--- config.mk ---
export PLATFORM = sky130hd
export DESIGN_NAME = scsfm_clock_ctrl
export DESIGN_NICKNAME = d
export VERILOG_FILES = /design/src/design/scsfm_pkg.sv /design/src/design/scsfm_tick_if.sv /design/src/design/scsfm_osc_edge.sv /design/src/design/scsfm_divider.sv /design/src/design/scsfm_clock_ctrl.sv
export SDC_FILE = /design/constraint.sdc
export NUM_CORES = 1
export LEC_CHECK = 0
export ABC_AREA = 1
export BUFFER_PORTS_ARGS = -buffer_cell sky130_fd_sc_hd__buf_2
export CAP_MARGIN = 30
export CORE_ASPECT_RATIO = 2
export CORE_MARGIN = 2
export CORE_UTILIZATION = 45
export CTS_CLUSTER_DIAMETER = 100
export DETAILED_ROUTE_END_ITERATION = 10
export PLACE_DENSITY = 0.7
export SLEW_MARGIN = 20
export SYNTH_ARGS = -nofsm -noshare
export SYNTH_HDL_FRONTEND = slang
export SYNTH_SLANG_ARGS = --single-unit
--- constraint.sdc ---
create_clock -name mclk -period 4.7 [get_ports mclk]
set_input_delay 0.94 -clock mclk [delete_from_list [all_inputs] [get_ports mclk]]
set_output_delay 0.94 -clock mclk [all_outputs]
set_load 0.01 [all_outputs]
--- src/design/scsfm_pkg.sv ---
package scsfm_pkg;

  // Register indices; byte address is four times the index
  localparam int ADDR_W = 16;
  localparam logic [13:0] OSCILLATOR_CONTROL_REGISTER_IDX = 14'h0f86;
  localparam logic [13:0] CLOCK_DIVIDER_REGISTER_IDX = 14'h0f87;
  localparam logic [13:0] STATUS_IDX = 14'h0f88;

  // Unlock keys for the oscillator control register
  localparam logic [7:0] UNLOCK_KEY1 = 8'he7;
  localparam logic [7:0] UNLOCK_KEY2 = 8'h18;

  // Oscillator control register fields
  localparam int INTEN_BIT = 7;
  localparam int XTLEN_BIT = 6;
  localparam int WDTEN_BIT = 5;
  localparam int PRIMARY_FAIL_DETECT_ENABLE_BIT = 4;
  localparam int WATCHDOG_FAIL_DETECT_ENABLE_BIT = 3;
  localparam int FLASH_LOW_POWER_ENABLE_BIT = 2;
  localparam int SCKSEL_MSB = 1;
  localparam logic [7:0] OSCILLATOR_CONTROL_REGISTER_RST = 8'ha0;

  // Clock divider register reset values
  localparam logic [7:0] CLOCK_DIVIDER_REGISTER_RST = 8'h00;
  localparam logic [7:0] CLOCK_DIVIDER_REGISTER_LP_RST = 8'h08;

  // Status register fields
  localparam int ST_PFAIL_BIT = 0;
  localparam int ST_WFAIL_BIT = 1;
  localparam int ST_SRC_LSB = 2;
  localparam int ST_LOCK_LSB = 4;
  localparam int ST_FALLBACK_BIT = 6;
  localparam int ST_WDT_DEAD_BIT = 7;

  // Failure detection timing
  localparam int WDT_NOM_HZ = 10000;
  localparam int PFAIL_HZ = 1000;
  localparam int PFAIL_WDT_TICKS = WDT_NOM_HZ / PFAIL_HZ;
  localparam int WFAIL_SYS_CYCLES = 8000;

  typedef enum logic [1:0] {
    SRC_IPO = 2'b00,
    SRC_XTAL = 2'b01,
    SRC_WDT = 2'b10,
    SRC_RSVD = 2'b11
  } scsfm_src_t;

  typedef enum logic [1:0] {
    LK_LOCKED = 2'b00,
    LK_KEY1 = 2'b01,
    LK_OPEN = 2'b11
  } scsfm_lock_t;

endpackage

--- src/design/scsfm_tick_if.sv ---
`timescale 1ns/100ps
`default_nettype none
interface scsfm_tick_if;
  logic src_tick;
  logic restart;
  logic [7:0] div_val;
  logic sys_tick;

  modport sel (output src_tick, output restart, output div_val, input sys_tick);
  modport div (input src_tick, input restart, input div_val, output sys_tick);
endinterface
`default_nettype wire

--- src/design/scsfm_osc_edge.sv ---
`timescale 1ns/100ps
`default_nettype none
module scsfm_osc_edge (
  // Clock and reset
  input wire logic mclk,
  input wire logic rst,
  // Oscillator sampled as a level
  input wire logic osc_in,
  output logic tick_ff
);
  logic meta_ff;
  logic sync_ff;
  logic last_ff;

  // Sources faster than half of mclk alias; the crystal must stay below that
  always_ff @(posedge mclk) begin
    if (rst) begin
      meta_ff <= 1'b0;
      sync_ff <= 1'b0;
    end else begin
      meta_ff <= osc_in;
      sync_ff <= meta_ff;
    end
  end

  always_ff @(posedge mclk) begin
    if (rst) begin
      last_ff <= 1'b0;
      tick_ff <= 1'b0;
    end else begin
      last_ff <= sync_ff;
      tick_ff <= sync_ff & ~last_ff;
    end
  end
endmodule
`default_nettype wire

--- src/design/scsfm_divider.sv ---
`timescale 1ns/100ps
`default_nettype none
module scsfm_divider (
  // Clock and reset
  input wire logic mclk,
  input wire logic rst,
  // Source ticks in, divided ticks out
  scsfm_tick_if.div tck
);
  logic [7:0] cnt_ff;
  logic [7:0] nxt_cnt;

  // Divide value 0 or 1 passes every source tick
  always_comb begin
    nxt_cnt = cnt_ff + 8'h01;
  end

  always_ff @(posedge mclk) begin
    if (rst || tck.restart) begin
      cnt_ff <= 8'h00;
      tck.sys_tick <= 1'b0;
    end else if (tck.src_tick) begin
      if (nxt_cnt >= tck.div_val) begin
        cnt_ff <= 8'h00;
        tck.sys_tick <= 1'b1;
      end else begin
        cnt_ff <= nxt_cnt;
        tck.sys_tick <= 1'b0;
      end
    end else begin
      tck.sys_tick <= 1'b0;
    end
  end
endmodule
`default_nettype wire

--- src/design/scsfm_clock_ctrl.sv ---
`timescale 1ns/100ps
`default_nettype none
module scsfm_clock_ctrl #(
  parameter int WFAIL_CYCLES = scsfm_pkg::WFAIL_SYS_CYCLES,
  parameter int PFAIL_TICKS = scsfm_pkg::PFAIL_WDT_TICKS
) (
  // Clock and reset
  input wire logic mclk,
  input wire logic rst,
  // APB slave
  input wire logic psel,
  input wire logic penable,
  input wire logic pwrite,
  input wire logic [scsfm_pkg::ADDR_W-1:0] paddr,
  input wire logic [31:0] pwdata,
  output logic [31:0] prdata_ff,
  output logic pready_ff,
  output logic pslverr_ff,
  // Option bit, low enables flash low power at reset
  input wire logic low_power_divide_option,
  // Oscillator outputs from the analog side
  input wire logic ipo_clk,
  input wire logic xtal_clk,
  input wire logic wdt_clk,
  // Oscillator enables
  output logic ipo_en_ff,
  output logic xtal_en_ff,
  output logic wdt_en_ff,
  // System clock and status
  output logic sys_tick_ff,
  output logic [1:0] clk_src_ff,
  output logic flash_pd_ff,
  output logic sys_exception_ff
);
  localparam int WF_W = 14;
  localparam int PF_W = 8;
  localparam logic [WF_W-1:0] WF_LAST = WF_W'(WFAIL_CYCLES - 1);
  localparam logic [PF_W-1:0] PF_LAST = PF_W'(PFAIL_TICKS - 1);

  if (WFAIL_CYCLES < 2 || WFAIL_CYCLES > 16383) begin : g_bad_wfail
    $error("WFAIL_CYCLES out of range");
  end
  if (PFAIL_TICKS < 2 || PFAIL_TICKS > 255) begin : g_bad_pfail
    $error("PFAIL_TICKS out of range");
  end

  function automatic logic hit(input logic [scsfm_pkg::ADDR_W-1:0] a, input logic [13:0] idx);
    hit = (a[15:2] == idx) && (a[1:0] == 2'b00);
  endfunction

  function automatic scsfm_pkg::scsfm_src_t src_of(input logic [1:0] f);
    // Reserved code falls back to the precise oscillator
    if (f == scsfm_pkg::SRC_XTAL) begin
      src_of = scsfm_pkg::SRC_XTAL;
    end else if (f == scsfm_pkg::SRC_WDT) begin
      src_of = scsfm_pkg::SRC_WDT;
    end else begin
      src_of = scsfm_pkg::SRC_IPO;
    end
  endfunction

  scsfm_tick_if tck ();

  logic [2:0] osc_in;
  logic [2:0] osc_tick;
  logic [7:0] ctl_ff;
  logic [7:0] div_ff;
  scsfm_pkg::scsfm_lock_t lock_ff;
  scsfm_pkg::scsfm_src_t act_ff;
  scsfm_pkg::scsfm_src_t want_src;
  logic fallback_ff;
  logic wdt_dead_ff;
  logic pf_flag_ff;
  logic wf_flag_ff;
  logic [PF_W-1:0] pf_cnt_ff;
  logic [WF_W-1:0] wf_cnt_ff;
  logic setup;
  logic done;
  logic wr_ctl;
  logic wr_div;
  logic wr_st;
  logic [7:0] wdata;
  logic switching;
  logic pf_armed;
  logic pfail_evt;
  logic wfail_evt;
  logic wdt_tick;
  logic [7:0] st_val;

  assign osc_in = {wdt_clk, xtal_clk, ipo_clk};

  for (genvar i = 0; i < 3; i++) begin : g_osc
    scsfm_osc_edge u_edge (
      .mclk(mclk),
      .rst(rst),
      .osc_in(osc_in[i]),
      .tick_ff(osc_tick[i])
    );
  end

  scsfm_divider u_div (
    .mclk(mclk),
    .rst(rst),
    .tck(tck)
  );

  assign wdt_tick = osc_tick[scsfm_pkg::SRC_WDT];

  // APB decode; one wait-free access phase
  assign setup = psel & ~penable;
  assign done = psel & penable & pready_ff;
  assign wdata = pwdata[7:0];
  assign wr_ctl = done & pwrite & hit(paddr, scsfm_pkg::OSCILLATOR_CONTROL_REGISTER_IDX);
  assign wr_div = done & pwrite & hit(paddr, scsfm_pkg::CLOCK_DIVIDER_REGISTER_IDX);
  assign wr_st = done & pwrite & hit(paddr, scsfm_pkg::STATUS_IDX);

  assign st_val = {wdt_dead_ff, fallback_ff, lock_ff, act_ff, wf_flag_ff, pf_flag_ff};

  always_ff @(posedge mclk) begin
    if (rst) begin
      pready_ff <= 1'b0;
      pslverr_ff <= 1'b0;
      prdata_ff <= 32'h0000_0000;
    end else begin
      pready_ff <= setup;
      if (setup) begin
        if (hit(paddr, scsfm_pkg::OSCILLATOR_CONTROL_REGISTER_IDX)) begin
          pslverr_ff <= 1'b0;
          prdata_ff <= {24'h00_0000, ctl_ff};
        end else if (hit(paddr, scsfm_pkg::CLOCK_DIVIDER_REGISTER_IDX)) begin
          pslverr_ff <= 1'b0;
          prdata_ff <= {24'h00_0000, div_ff};
        end else if (hit(paddr, scsfm_pkg::STATUS_IDX)) begin
          pslverr_ff <= 1'b0;
          prdata_ff <= {24'h00_0000, st_val};
        end else begin
          pslverr_ff <= 1'b1;
          prdata_ff <= 32'h0000_0000;
        end
      end else begin
        pslverr_ff <= 1'b0;
      end
    end
  end

  // Unlock sequence; writes elsewhere leave it alone
  always_ff @(posedge mclk) begin
    if (rst) begin
      lock_ff <= scsfm_pkg::LK_LOCKED;
    end else if (wr_ctl) begin
      case (lock_ff)
        scsfm_pkg::LK_LOCKED: begin
          if (wdata == scsfm_pkg::UNLOCK_KEY1) begin
            lock_ff <= scsfm_pkg::LK_KEY1;
          end
        end
        scsfm_pkg::LK_KEY1: begin
          if (wdata == scsfm_pkg::UNLOCK_KEY2) begin
            lock_ff <= scsfm_pkg::LK_OPEN;
          end else if (wdata == scsfm_pkg::UNLOCK_KEY1) begin
            lock_ff <= scsfm_pkg::LK_KEY1;
          end else begin
            lock_ff <= scsfm_pkg::LK_LOCKED;
          end
        end
        default: begin
          lock_ff <= scsfm_pkg::LK_LOCKED;
        end
      endcase
    end
  end

  // Control register; hardware clears of detect enables beat a software write
  always_ff @(posedge mclk) begin
    if (rst) begin
      ctl_ff <= scsfm_pkg::OSCILLATOR_CONTROL_REGISTER_RST;
      ctl_ff[scsfm_pkg::FLASH_LOW_POWER_ENABLE_BIT] <= ~low_power_divide_option;
    end else begin
      if (wr_ctl && lock_ff == scsfm_pkg::LK_OPEN) begin
        ctl_ff <= wdata;
      end
      if (pfail_evt) begin
        ctl_ff[scsfm_pkg::PRIMARY_FAIL_DETECT_ENABLE_BIT] <= 1'b0;
      end
      if (wfail_evt) begin
        ctl_ff[scsfm_pkg::WATCHDOG_FAIL_DETECT_ENABLE_BIT] <= 1'b0;
      end
    end
  end

  always_ff @(posedge mclk) begin
    if (rst) begin
      div_ff <= low_power_divide_option ? scsfm_pkg::CLOCK_DIVIDER_REGISTER_RST
                                        : scsfm_pkg::CLOCK_DIVIDER_REGISTER_LP_RST;
    end else if (wr_div) begin
      div_ff <= wdata;
    end
  end

  // Source selection; forced fallback holds until software rewrites the control register
  always_comb begin
    if (fallback_ff) begin
      want_src = scsfm_pkg::SRC_WDT;
    end else begin
      want_src = src_of(ctl_ff[scsfm_pkg::SCKSEL_MSB -: 2]);
    end
  end

  // Change only right after an edge of the old source, or when it has died
  assign switching = (want_src != act_ff) && (osc_tick[act_ff] || fallback_ff);

  always_ff @(posedge mclk) begin
    if (rst) begin
      act_ff <= scsfm_pkg::SRC_IPO;
      fallback_ff <= 1'b0;
    end else begin
      if (switching) begin
        act_ff <= want_src;
      end
      if (pfail_evt) begin
        fallback_ff <= 1'b1;
      end else if (wr_ctl && lock_ff == scsfm_pkg::LK_OPEN) begin
        fallback_ff <= 1'b0;
      end
    end
  end

  assign tck.src_tick = osc_tick[act_ff] & ~switching;
  assign tck.restart = switching;
  assign tck.div_val = div_ff;

  // Primary check: too many watchdog edges between system clock edges
  assign pf_armed = ctl_ff[scsfm_pkg::PRIMARY_FAIL_DETECT_ENABLE_BIT] && !wdt_dead_ff
                    && act_ff != scsfm_pkg::SRC_WDT && !fallback_ff;
  assign pfail_evt = pf_armed && wdt_tick && !tck.sys_tick && pf_cnt_ff == PF_LAST;

  always_ff @(posedge mclk) begin
    if (rst || !pf_armed || tck.sys_tick) begin
      pf_cnt_ff <= '0;
    end else if (wdt_tick && pf_cnt_ff != PF_LAST) begin
      pf_cnt_ff <= pf_cnt_ff + 1'b1;
    end
  end

  // Watchdog check: count system clocks while waiting for a watchdog edge
  assign wfail_evt = ctl_ff[scsfm_pkg::WATCHDOG_FAIL_DETECT_ENABLE_BIT] && tck.sys_tick && !wdt_tick
                     && wf_cnt_ff == WF_LAST;

  always_ff @(posedge mclk) begin
    if (rst || !ctl_ff[scsfm_pkg::WATCHDOG_FAIL_DETECT_ENABLE_BIT] || wdt_tick) begin
      wf_cnt_ff <= '0;
    end else if (tck.sys_tick && wf_cnt_ff != WF_LAST) begin
      wf_cnt_ff <= wf_cnt_ff + 1'b1;
    end
  end

  // Sticky flags; an event in the clearing cycle wins
  always_ff @(posedge mclk) begin
    if (rst) begin
      pf_flag_ff <= 1'b0;
      wf_flag_ff <= 1'b0;
      wdt_dead_ff <= 1'b0;
    end else begin
      if (pfail_evt) begin
        pf_flag_ff <= 1'b1;
      end else if (wr_st && wdata[scsfm_pkg::ST_PFAIL_BIT]) begin
        pf_flag_ff <= 1'b0;
      end
      if (wfail_evt) begin
        wf_flag_ff <= 1'b1;
        wdt_dead_ff <= 1'b1;
      end else if (wr_st && wdata[scsfm_pkg::ST_WFAIL_BIT]) begin
        wf_flag_ff <= 1'b0;
      end
    end
  end

  // Exception pulse; watchdog failure leaves the source alone
  always_ff @(posedge mclk) begin
    if (rst) begin
      sys_exception_ff <= 1'b0;
    end else begin
      sys_exception_ff <= pfail_evt | wfail_evt;
    end
  end

  // Flash stays up only in the cycle of a source clock edge while flash low power is enabled
  always_ff @(posedge mclk) begin
    if (rst) begin
      flash_pd_ff <= 1'b0;
      ipo_en_ff <= 1'b1;
      xtal_en_ff <= 1'b0;
      wdt_en_ff <= 1'b1;
      clk_src_ff <= scsfm_pkg::SRC_IPO;
    end else begin
      flash_pd_ff <= ctl_ff[scsfm_pkg::FLASH_LOW_POWER_ENABLE_BIT] & ~tck.src_tick;
      ipo_en_ff <= ctl_ff[scsfm_pkg::INTEN_BIT];
      xtal_en_ff <= ctl_ff[scsfm_pkg::XTLEN_BIT];
      wdt_en_ff <= ctl_ff[scsfm_pkg::WDTEN_BIT] | fallback_ff;
      clk_src_ff <= act_ff;
    end
  end

  assign sys_tick_ff = tck.sys_tick;
endmodule
`default_nettype wire

==> results by stage, run 1 <==
Status:
- The run finished with clean final reports.

Clock network:
- The count of hold-fix buffers inserted at cts is 0.
- Counting along the longest clock path gives a buffer depth of 2.
- The number of buffers inserted during clock tree synthesis is 9.
- The clock tree synthesis step divided the H-tree into 3 levels.
- The number of buffers added for setup after CTS is 0.
- TritonCTS built the clock tree.
- The root buffer selected by CTS is clkbuf_16.
- The clock slew at the register clock pins of the worst setup and hold paths is 0.06 ns.
- The number of gates resized after CTS was 0.
- The clock latency on the worst-skew pair is 0.33 ns.
- The clock net in this run drives a total of 84 sinks.

Floorplanning:
- The initial utilization of the core area, before any placement, comes to 46.35%.
- 99 I/O pins were placed.
- The vertical die dimension is 145.8 microns.
- The initialized floorplan defines 51 standard-cell rows.
- The die boundary width is 74.91 microns.
- The placeable core region is 9763 sq um.
- The floorplan step defined a die boundary enclosing 10920 sq um.

GRT:
- Entering global routing, the biggest net connects 42 pins.
- The number of global-route vias before repair came to 3949.
- The overflow left after global routing is 0.
- The initial antenna violation count is 0.
- The global-route usage over all layers is 19.42%.
- The global-route wire length before repair is 16690 microns.

Timing:
- At the pin with the least slew margin, the transition time is 0.8540 ns.
- Setup repair after global routing left no endpoint under its margin.
- The number of hold violations in the final report is 0.
- The count of final setup violators is 0.
- Based on the critical path, the design can be clocked at up to 361.4 MHz.
- Headroom to the max-slew limit came out at 43.01%.
- The number of max-slew violations in the final report is 0.
- The total negative slack for setup checks is 0 ns.
- Clock skew on the completed layout was measured at 0.004651 ns.
- The final period demand of the worst path is 2.767 ns.
- The post-route clock period utilization is 58.88%.

Power:
- The leakage power total is 2.248 nW.
- The share of total power consumed by net switching is 21.79%.
- The internal portion of the total power is 0.001199 W.
- The maximum VDD drop is 0.0001897 V.
- The net switching power is 0.0003343 W.
- Combinational cells account for 5.4% of the total power.
- The power density over cell area is 301.0 nW/um^2.
- The clock network fraction of total power is 46.1%.
- The proportion of power drawn by flip-flops and latches is 48.5%.

Synthesis:
- The synthesized instance count is 628.
- The mapped netlist covers 4526 sq um.
- The warning count from the yosys run is 0.
- The synthesized area per cell is 7.206 sq um.
- For this run, the register share of the synthesized area comes to 39.15%.
- The synthesis-stage register bit count is 84.
- The async set or reset register ratio after synthesis is 0%.
- The synthesized design contains 9 enable-type register cells.
- Sorting the synthesized cells by how often they occur yields nand2_1 (130), inv_1 (98), dfxtp_1 (75).
- The library cell with the largest summed area after synthesis is dfxtp_1.
- The netlist uses 40 different library cells.
- The most instantiated library cell after synthesis is nand2_1.
- The flip-flop cell with the highest count after synthesis is dfxtp_1.
- After synthesis, the cell types taking the most area are dfxtp_1 (33%), nand2_1 (11%), inv_1 (8.1%), edfxtp_1 (6.0%), nor2_1 (5.7%).
- The portion of synthesized cell area occupied by the leading cell type is 33.18%.

Finish:
- The net total in the final layout is 745.
- In the final layout, the multi-input gates occupy 2207 sq um.
- The area growth from synthesis to layout is 12.58%.
- The area occupied by registers is 1772 sq um.
- Measured on the finished design, the core utilization comes to 52.19%.
- Fill cells in the final layout number 963.
- Summing all non-filler instances in the final layout gives an area of 5095 sq um.
- The layout cell share with drive strength beyond 1 is 13.36%.
- The antenna diode count is 0.

Placed design:
- The final weighted congestion in routability-driven placement is 0.9264.
- The port buffer count is 50.
- The placed cell area is 4792 sq um.
- Summed over all nets, the half-perimeter wirelength after detailed placement is 8086 microns.

Routing:
- The first-iteration detailed-routing DRC count is 198.
- The per-cell via count in the routed design is 4.982.
- The count of nets left with antenna violations once routing finished came out at 0.
- The iteration count of the initial detailed-routing pass is 4.
- In the final routed layout, each cell accounts on average for 12.50 microns.
- The number of remaining DRC errors is 0.
- Wires add up to 10160 microns.
- The detailed-route via count is 4050.

Worst setup path:
- The setup path with the least slack is of type input pin to register.
- The endpoint class of the critical path is a register.
- STA puts the critical path data required time at 4.72 ns.
- The worst setup path is launched from an input pin.
- For the worst setup path, the data arrival time is 2.79 ns.
- The critical-path maximum fanout is 25.

Hold path:
- In this run the worst hold path is classified as register to register.

Run:
- The number of violations of the max-capacitance limit is 0.
[power by group through the flow]
stage          clock network, W  registers, W  logic (W)
2_1_floorplan                 0      0.000758  0.0000680
3_3_place_gp                  0      0.000760  0.0000804
3_5_place_dp                  0      0.000760  0.0000830
4_1_cts                0.000723      0.000744  0.0000833
5_1_grt                0.000744      0.000745  0.0000956
6_report               0.000707      0.000744  0.0000832
[layout make-up]
type,count,share of cell area (%)
clock inverters,5,0.9823
flip-flops and latches,84,34.77
well taps,132,3.242
multi-input cells,427,43.32
repair buffers,52,5.206
inverters,102,7.515
clock buffers,11,4.961
[layer usage]
layer	wire length (microns)	global-route usage [%]
met1	3561	18.43
met2	5785	36.01
met3	337	3.324
met4	474	11.88
met5	0	0
[logic make-up (layout without fill, tap and decap cells)]
group,Yosys count,after routing,share of synthesized area [%]
flops,84,84,39.15
compound gates,54,54,6.746
other cells,1,24,0.08286
xor+xnor,16,16,3.926
buf+inv,140,170,13.99
simple gates,321,321,32.79
fa+ha+maj,12,12,3.318
[cells in the final DEF (no fill, tap or decap), types with 2 or more instances in the layout]
master | synthesis | routed
xor2_1 | 12 | 12
conb_1 | 1 | 24
inv_2 | 3 | 3
or2_2 | 4 | 4
clkbuf_8 | 0 | 2
nor3b_1 | 3 | 3
buf_4 | 25 | 2
nor2_1 | 69 | 69
nor3_1 | 28 | 28
a21oi_1 | 34 | 34
nand3_1 | 37 | 37
ha_1 | 12 | 12
nor3_2 | 2 | 2
clkinv_2 | 0 | 4
clkbuf_16 | 0 | 9
nor2_2 | 3 | 3
xor2_4 | 2 | 2
nand2_1 | 130 | 130
dfxtp_1 | 75 | 75
o21ai_0 | 11 | 11
edfxtp_1 | 9 | 9
xnor2_1 | 2 | 2
nand3_4 | 2 | 2
o211ai_1 | 2 | 2
o21ai_2 | 3 | 3
inv_1 | 98 | 98
nand3b_1 | 3 | 3
buf_2 | 5 | 50
nand4_1 | 34 | 34
[through the flow]
step	total power, W	worst slack, ns	instances	hold slack [ns]
global placement	0.0008400	1.644	797	0.3776
detailed placement	0.0008426	1.594	797	0.3825
floorplan	0.0008258	2.108	651	0.3728
CTS	0.001550	1.963	813	0.3908
global route	0.001584	1.715	813	0.4065
finish	0.001534	1.933	813	0.3860
[registers in the layout, indices dropped and copies added (netlist names), 8 cells and up]
name / cells
wf_cnt_ff: 14
prdata_ff: 8
u_div.cnt_ff: 8
ctl_ff: 8
div_ff: 8
pf_cnt_ff: 8
[final timing paths]
kind	start	endpoint	slack (ns)	cells after the start
setup reg to reg	u_div.cnt_ff[0]	u_div.cnt_ff[5]	2.28	12
hold reg to reg	g_osc[2].u_edge.last_ff	g_osc[2].u_edge.tick_ff	0.39	1
setup / recovery	paddr[1]	ctl_ff[2]	1.93	6
hold / removal	g_osc[2].u_edge.last_ff	g_osc[2].u_edge.tick_ff	0.39	1
[worst max-delay path, cell delays in order]
cell and delay, ns:
buf_2 0.10, nor2_2 0.66, inv_1 0.20, nor3_2 0.24, nand4_2 0.35, nand2_1 0.29
(Power assumes the default switching activity.)
==> run 2: changes to the inputs <==
--- a/config.mk
+++ b/config.mk
@@ -5,7 +5,7 @@
 export SDC_FILE = /design/constraint.sdc
 export NUM_CORES = 1
 export LEC_CHECK = 0
-export ABC_AREA = 1
+export ABC_AREA = 0
 export BUFFER_PORTS_ARGS = -buffer_cell sky130_fd_sc_hd__buf_2
 export CAP_MARGIN = 30
 export CORE_ASPECT_RATIO = 2
@@ -13,7 +13,7 @@
 export CORE_UTILIZATION = 45
 export CTS_CLUSTER_DIAMETER = 100
 export DETAILED_ROUTE_END_ITERATION = 10
-export PLACE_DENSITY = 0.7
+export PLACE_DENSITY = 0.71
 export SLEW_MARGIN = 20
 export SYNTH_ARGS = -nofsm -noshare
 export SYNTH_HDL_FRONTEND = slang
==> constraint.sdc (replaced) <==
create_clock -name mclk -period 2.69 [get_ports mclk]
set_input_delay 0.538 -clock mclk [delete_from_list [all_inputs] [get_ports mclk]]
set_output_delay 0.538 -clock mclk [all_outputs]
set_load 0.01 [all_outputs]
==> run 2 against run 1 <==
Effect of this change:
- critical path depth up 5
- via count down 20%
- clock power up 68%
- worst hold slack better by 0.0019 ns
- die area down 12%
- sequential share of layout area up 4.1 points
- flip-flop and latch count unchanged
- sequential power up 75%
- clock-buffer cell count down 1
- first-iteration DRC count down 14%
- global-route usage up 0.055 points
- synthesized area down 12%
- critical endpoint is now u_div.cnt_ff[2]
- largest cell class unchanged
- highest routed layer unchanged
==> results by stage, run 2 <==
Status:
- Result of the run: completed (unchanged).

Synthesis:
- The library cell with the largest summed area after synthesis is dfxtp_1 (unchanged).
- The synthesized area per cell was 9.112 sq um (was 7.206 sq um).
- The portion of synthesized cell area occupied by the leading cell type was 37.88% (was 33.18%).
- Dominant cells by area after synthesis: dfxtp_1 (38%), edfxtp_1 (6.8%), buf_4 (4.5%), ha_1 (3.8%), nor2_1 (3.8%) (was dfxtp_1 (33%), nand2_1 (11%), inv_1 (8.1%), edfxtp_1 (6.0%), nor2_1 (5.7%)).
- The async set or reset register ratio after synthesis is 0% (unchanged).
- The number of enable-type register cells in the synthesized netlist is 9 (unchanged).
- The synthesis-stage register bit count is 84 (unchanged).
- The cell area after synthesis is 3964 sq um (was 4526 sq um).
- The warning count from the yosys run is 0 (unchanged).
- The synthesized instance count is 435 (was 628).
- Most numerous cell types in the synthesized netlist: dfxtp_1 (75), nor2_1 (40), nand2_1 (30) (was nand2_1 (130), inv_1 (98), dfxtp_1 (75)).
- The flip-flop cell with the highest count after synthesis is dfxtp_1 (unchanged).
- The most instantiated library cell after synthesis is dfxtp_1 (was nand2_1).
- The number of distinct library cells after synthesis is 53 (was 40).
- The sequential fraction of the synthesis area came to 44.70% (was 39.15%).

Hold path:
- The startpoint of the most critical hold path is g_osc[0].u_edge.last_ff (was g_osc[2].u_edge.last_ff).
- The hold-critical path depth is 1 (unchanged).
- The type of the tightest min-delay check is register to register (unchanged).
- The end of the worst hold path is g_osc[0].u_edge.tick_ff (was g_osc[2].u_edge.tick_ff).

Placed design:
- The half-perimeter wire length after placement was 6935 microns (was 8086 microns).
- The port buffer count is 50 (unchanged).
- The final weighted congestion in routability-driven placement is 0.8789 (was 0.9264).
- The number of placed instances, taps included is 581 (was 797).

Routing:
- The detailed-route via count came to 3234 (was 4050).
- The antenna violation net count after detailed routing is 0 (unchanged).
- The iteration count of the initial detailed-routing pass is 5 (was 4).
- The number of remaining DRC errors is 0 (unchanged).
- The per-cell via count in the routed design is 5.417 (was 4.982).
- The detailed-route wire length came to 9008 microns (was 10160 microns).
- The average wire per standard cell is 15.09 microns (was 12.50 microns).
- The first-iteration detailed-routing DRC count is 170 (was 198).

Timing:
- The transition at the pin with the smallest max-transition slack is 0.5551 ns (was 0.8540 ns).
- The final period demand of the worst path is 2.477 ns.
- The number of max-slew violations in the final report is 0 (unchanged).
- The number of hold violations in the final report came to 0 (unchanged).
- The relative slew slack is 62.88% (was 43.01%).
- The count of final setup violators came to 0 (unchanged).
- RSZ-0062 raised after global routing: false (unchanged).
- The post-route clock period utilization is 92.09%.
- The clock tree skew after final layout came to 0.01124 ns (was 0.004651 ns).
- The maximum clock rate is 403.7 MHz.

Run:
- The number of violations of the max-capacitance limit is 0 (unchanged).

Clock network:
- The clock latency on the worst-skew pair is 0.33 ns (about the same).
- The maximum number of buffers from clock root to sink is 2 (unchanged).
- The number of buffers inserted during clock tree synthesis is 9 (unchanged).
- The sink count of the clock tree is 84 (unchanged).
- The level count of the clock H-tree is 3 (unchanged).
- The number of buffers added for setup after CTS came to 0 (unchanged).
- The number of instances resized during post-cts repair is 0 (unchanged).
- The count of hold-fix buffers inserted at cts came to 0 (unchanged).
- The clock tree from TritonCTS is yes (unchanged).
- The root buffer selected by CTS is clkbuf_16 (unchanged).
- The clock slew at the register clock pins of the worst setup and hold paths is 0.06 ns (about the same).

GRT:
- The global-route usage over all layers came to 19.48% (was 19.42%).
- The global-route wire length before repair is 14620 microns (was 16690 microns).
- The overflow left after global routing is 0 (unchanged).
- The number of global-route vias before repair was 3186 (was 3949).
- The pin count of the biggest net entering global routing is 38 (was 42).
- The initial antenna violation count is 0 (unchanged).

Worst setup path:
- The endpoint class of the critical path is a register (unchanged).
- The critical path startpoint category is a register (was input pin).
- The worst path required time is 2.94 ns (was 4.72 ns).
- The reg-to-reg startpoint is u_div.cnt_ff[1] (was u_div.cnt_ff[0]).
- The critical-path maximum fanout came to 11 (was 25).
- The arrival time of data at the critical path endpoint is 2.73 ns (was 2.79 ns).
- The capture point of the worst reg-to-reg path is u_div.cnt_ff[2] (was u_div.cnt_ff[5]).
- The worst-case reg-to-reg path depth came to 11 (was 12).
- The internal reg-to-reg setup slack came to 0.21 ns (was 2.28 ns).
- The kind of critical path is register to register (was input pin to register).

Finish:
- The growth of design area from synthesis to finish is 15.03% (was 12.58%).
- The number of cells in the finished layout apart from fillers came to 597 (was 813).
- The net total in the final layout is 561 (was 745).
- Commonest cells after routing, fill and taps aside: dfxtp_1 (75), buf_2 (50), nor2_1 (40) (was nand2_1 (130), inv_1 (98), dfxtp_1 (75)).
- The register bank with the most flops is wf_cnt_ff (unchanged).
- The layout cell share with drive strength beyond 1 was 17.51% (was 13.36%).
- The utilization after layout is 53.09% (was 52.19%).
- The commonest non-fill, non-tap cell in the layout was dfxtp_1 (was nand2_1).
- The number of fill cells is 809 (was 963).
- The flip-flop count of the largest register after layout came to 14 (unchanged).
- The antenna diode count is 0 (unchanged).

Floorplanning:
- The die boundary width is 70.37 microns (was 74.91 microns).
- The floorplan die area is 9621 sq um (was 10920 sq um).
- The placeable core region is 8588 sq um (was 9763 sq um).
- The initial core utilization is 46.15% (was 46.35%).
- The number of placement rows is 48 (was 51).
- The vertical die dimension was 136.7 microns (was 145.8 microns).
- The I/O pin total is 99 (unchanged).

Power:
- The leakage power total came to 1.825 nW (was 2.248 nW).
- The total chip power is 0.002616 W (was 0.001534 W).
- The power density over cell area is 573.8 nW/um^2 (was 301.0 nW/um^2).
- The maximum VDD drop is 0.0003772 V (was 0.0001897 V).
## run 2: cell count changes after synthesis, sizes merged, moves of 6 or more
cell    before  now
nor3        31    9
nand3       39   25
a22oi        1   16
nor2        72   40
mux2i        0    9
inv        101   15
nand2      131   30
xnor2        2    9
nand4       35    6
a21oi       35   18
or3          0    9
clkbuf       4   10
nor2b        0   22
## run 2: critical path: stages, from the launching register on
cell      delay [ns]
dfxtp_1         0.40
ha_1            0.26
nand3_1         0.14
nor2_1          0.18
xor2_1          0.21
ha_1            0.28
a21o_1          0.18
a21oi_1         0.14
o31a_1          0.15
buf_4           0.17
nand4b_1        0.12
a31oi_1         0.16
## run 2: worst max path at each step
stage / startpoint / to / slack, ns / depth (start not counted)
after floorplan: paddr[15] / ctl_ff[3] / -0.009 / 7
final: u_div.cnt_ff[1] / u_div.cnt_ff[2] / 0.21 / 11
after CTS: u_div.cnt_ff[1] / u_div.cnt_ff[2] / 0.22 / 11
after global placement: paddr[2] / ctl_ff[3] / 0.007 / 6
after detailed placement: paddr[2] / ctl_ff[3] / -0.0002 / 6
after global routing: u_div.cnt_ff[1] / u_div.cnt_ff[2] / 0.03 / 11
## run 2: cell families after synthesis
family,Yosys count,share of synthesized area [%]
compound gates,69,10.89
xor+xnor,24,5.303
fa+ha+maj,12,3.788
buf+inv,56,8.018
flops,84,44.70
mux,10,2.651
other cells,1,0.09461
simple gates,179,24.56
## run 2: final cells by class
cell class	instances	area, sq um	share of cell area, %
clock buffer	10	239.0	5.241
tap	100	125.1	2.744
timing repair buffer	64	355.3	7.794
multi-input combinational	318	1961	43.00
inverter	15	56.30	1.235
clock inverter	6	51.30	1.125
sequential	84	1772	38.86
## run 2: where the power goes
| group | switching [W] | internal [W] | total (W) | leakage [nW] |
|---|---|---|---|---|
| Clock | 0.000522 | 0.000667 | 0.00119 | 0.141 |
| Combinational | 0.0000791 | 0.0000485 | 0.000128 | 0.991 |
| Sequential | 0.0000113 | 0.00129 | 0.00130 | 0.693 |
## run 2: through the flow
stage | hold WS [ns] | worst slack [ns] | setup TNS (ns) | cell area [sq um]
after global routing | 0.4099 | 0.02670 | 0 | 4559
after CTS | 0.3908 | 0.2155 | 0 | 4559
after global placement | 0.3711 | 0.007488 | 0 | 4269
after floorplan | 0.3674 | -0.008527 | -0.008527 | 4050
after detailed placement | 0.3805 | -0.0001845 | -0.0001845 | 4269
final | 0.3879 | 0.2127 | 0 | 4559
## run 2: layer usage
layer,track usage (%),wire length [microns]
met3,3.829,261
met4,11.86,291
met1,19.27,3314
met5,0,0
met2,36.43,5140
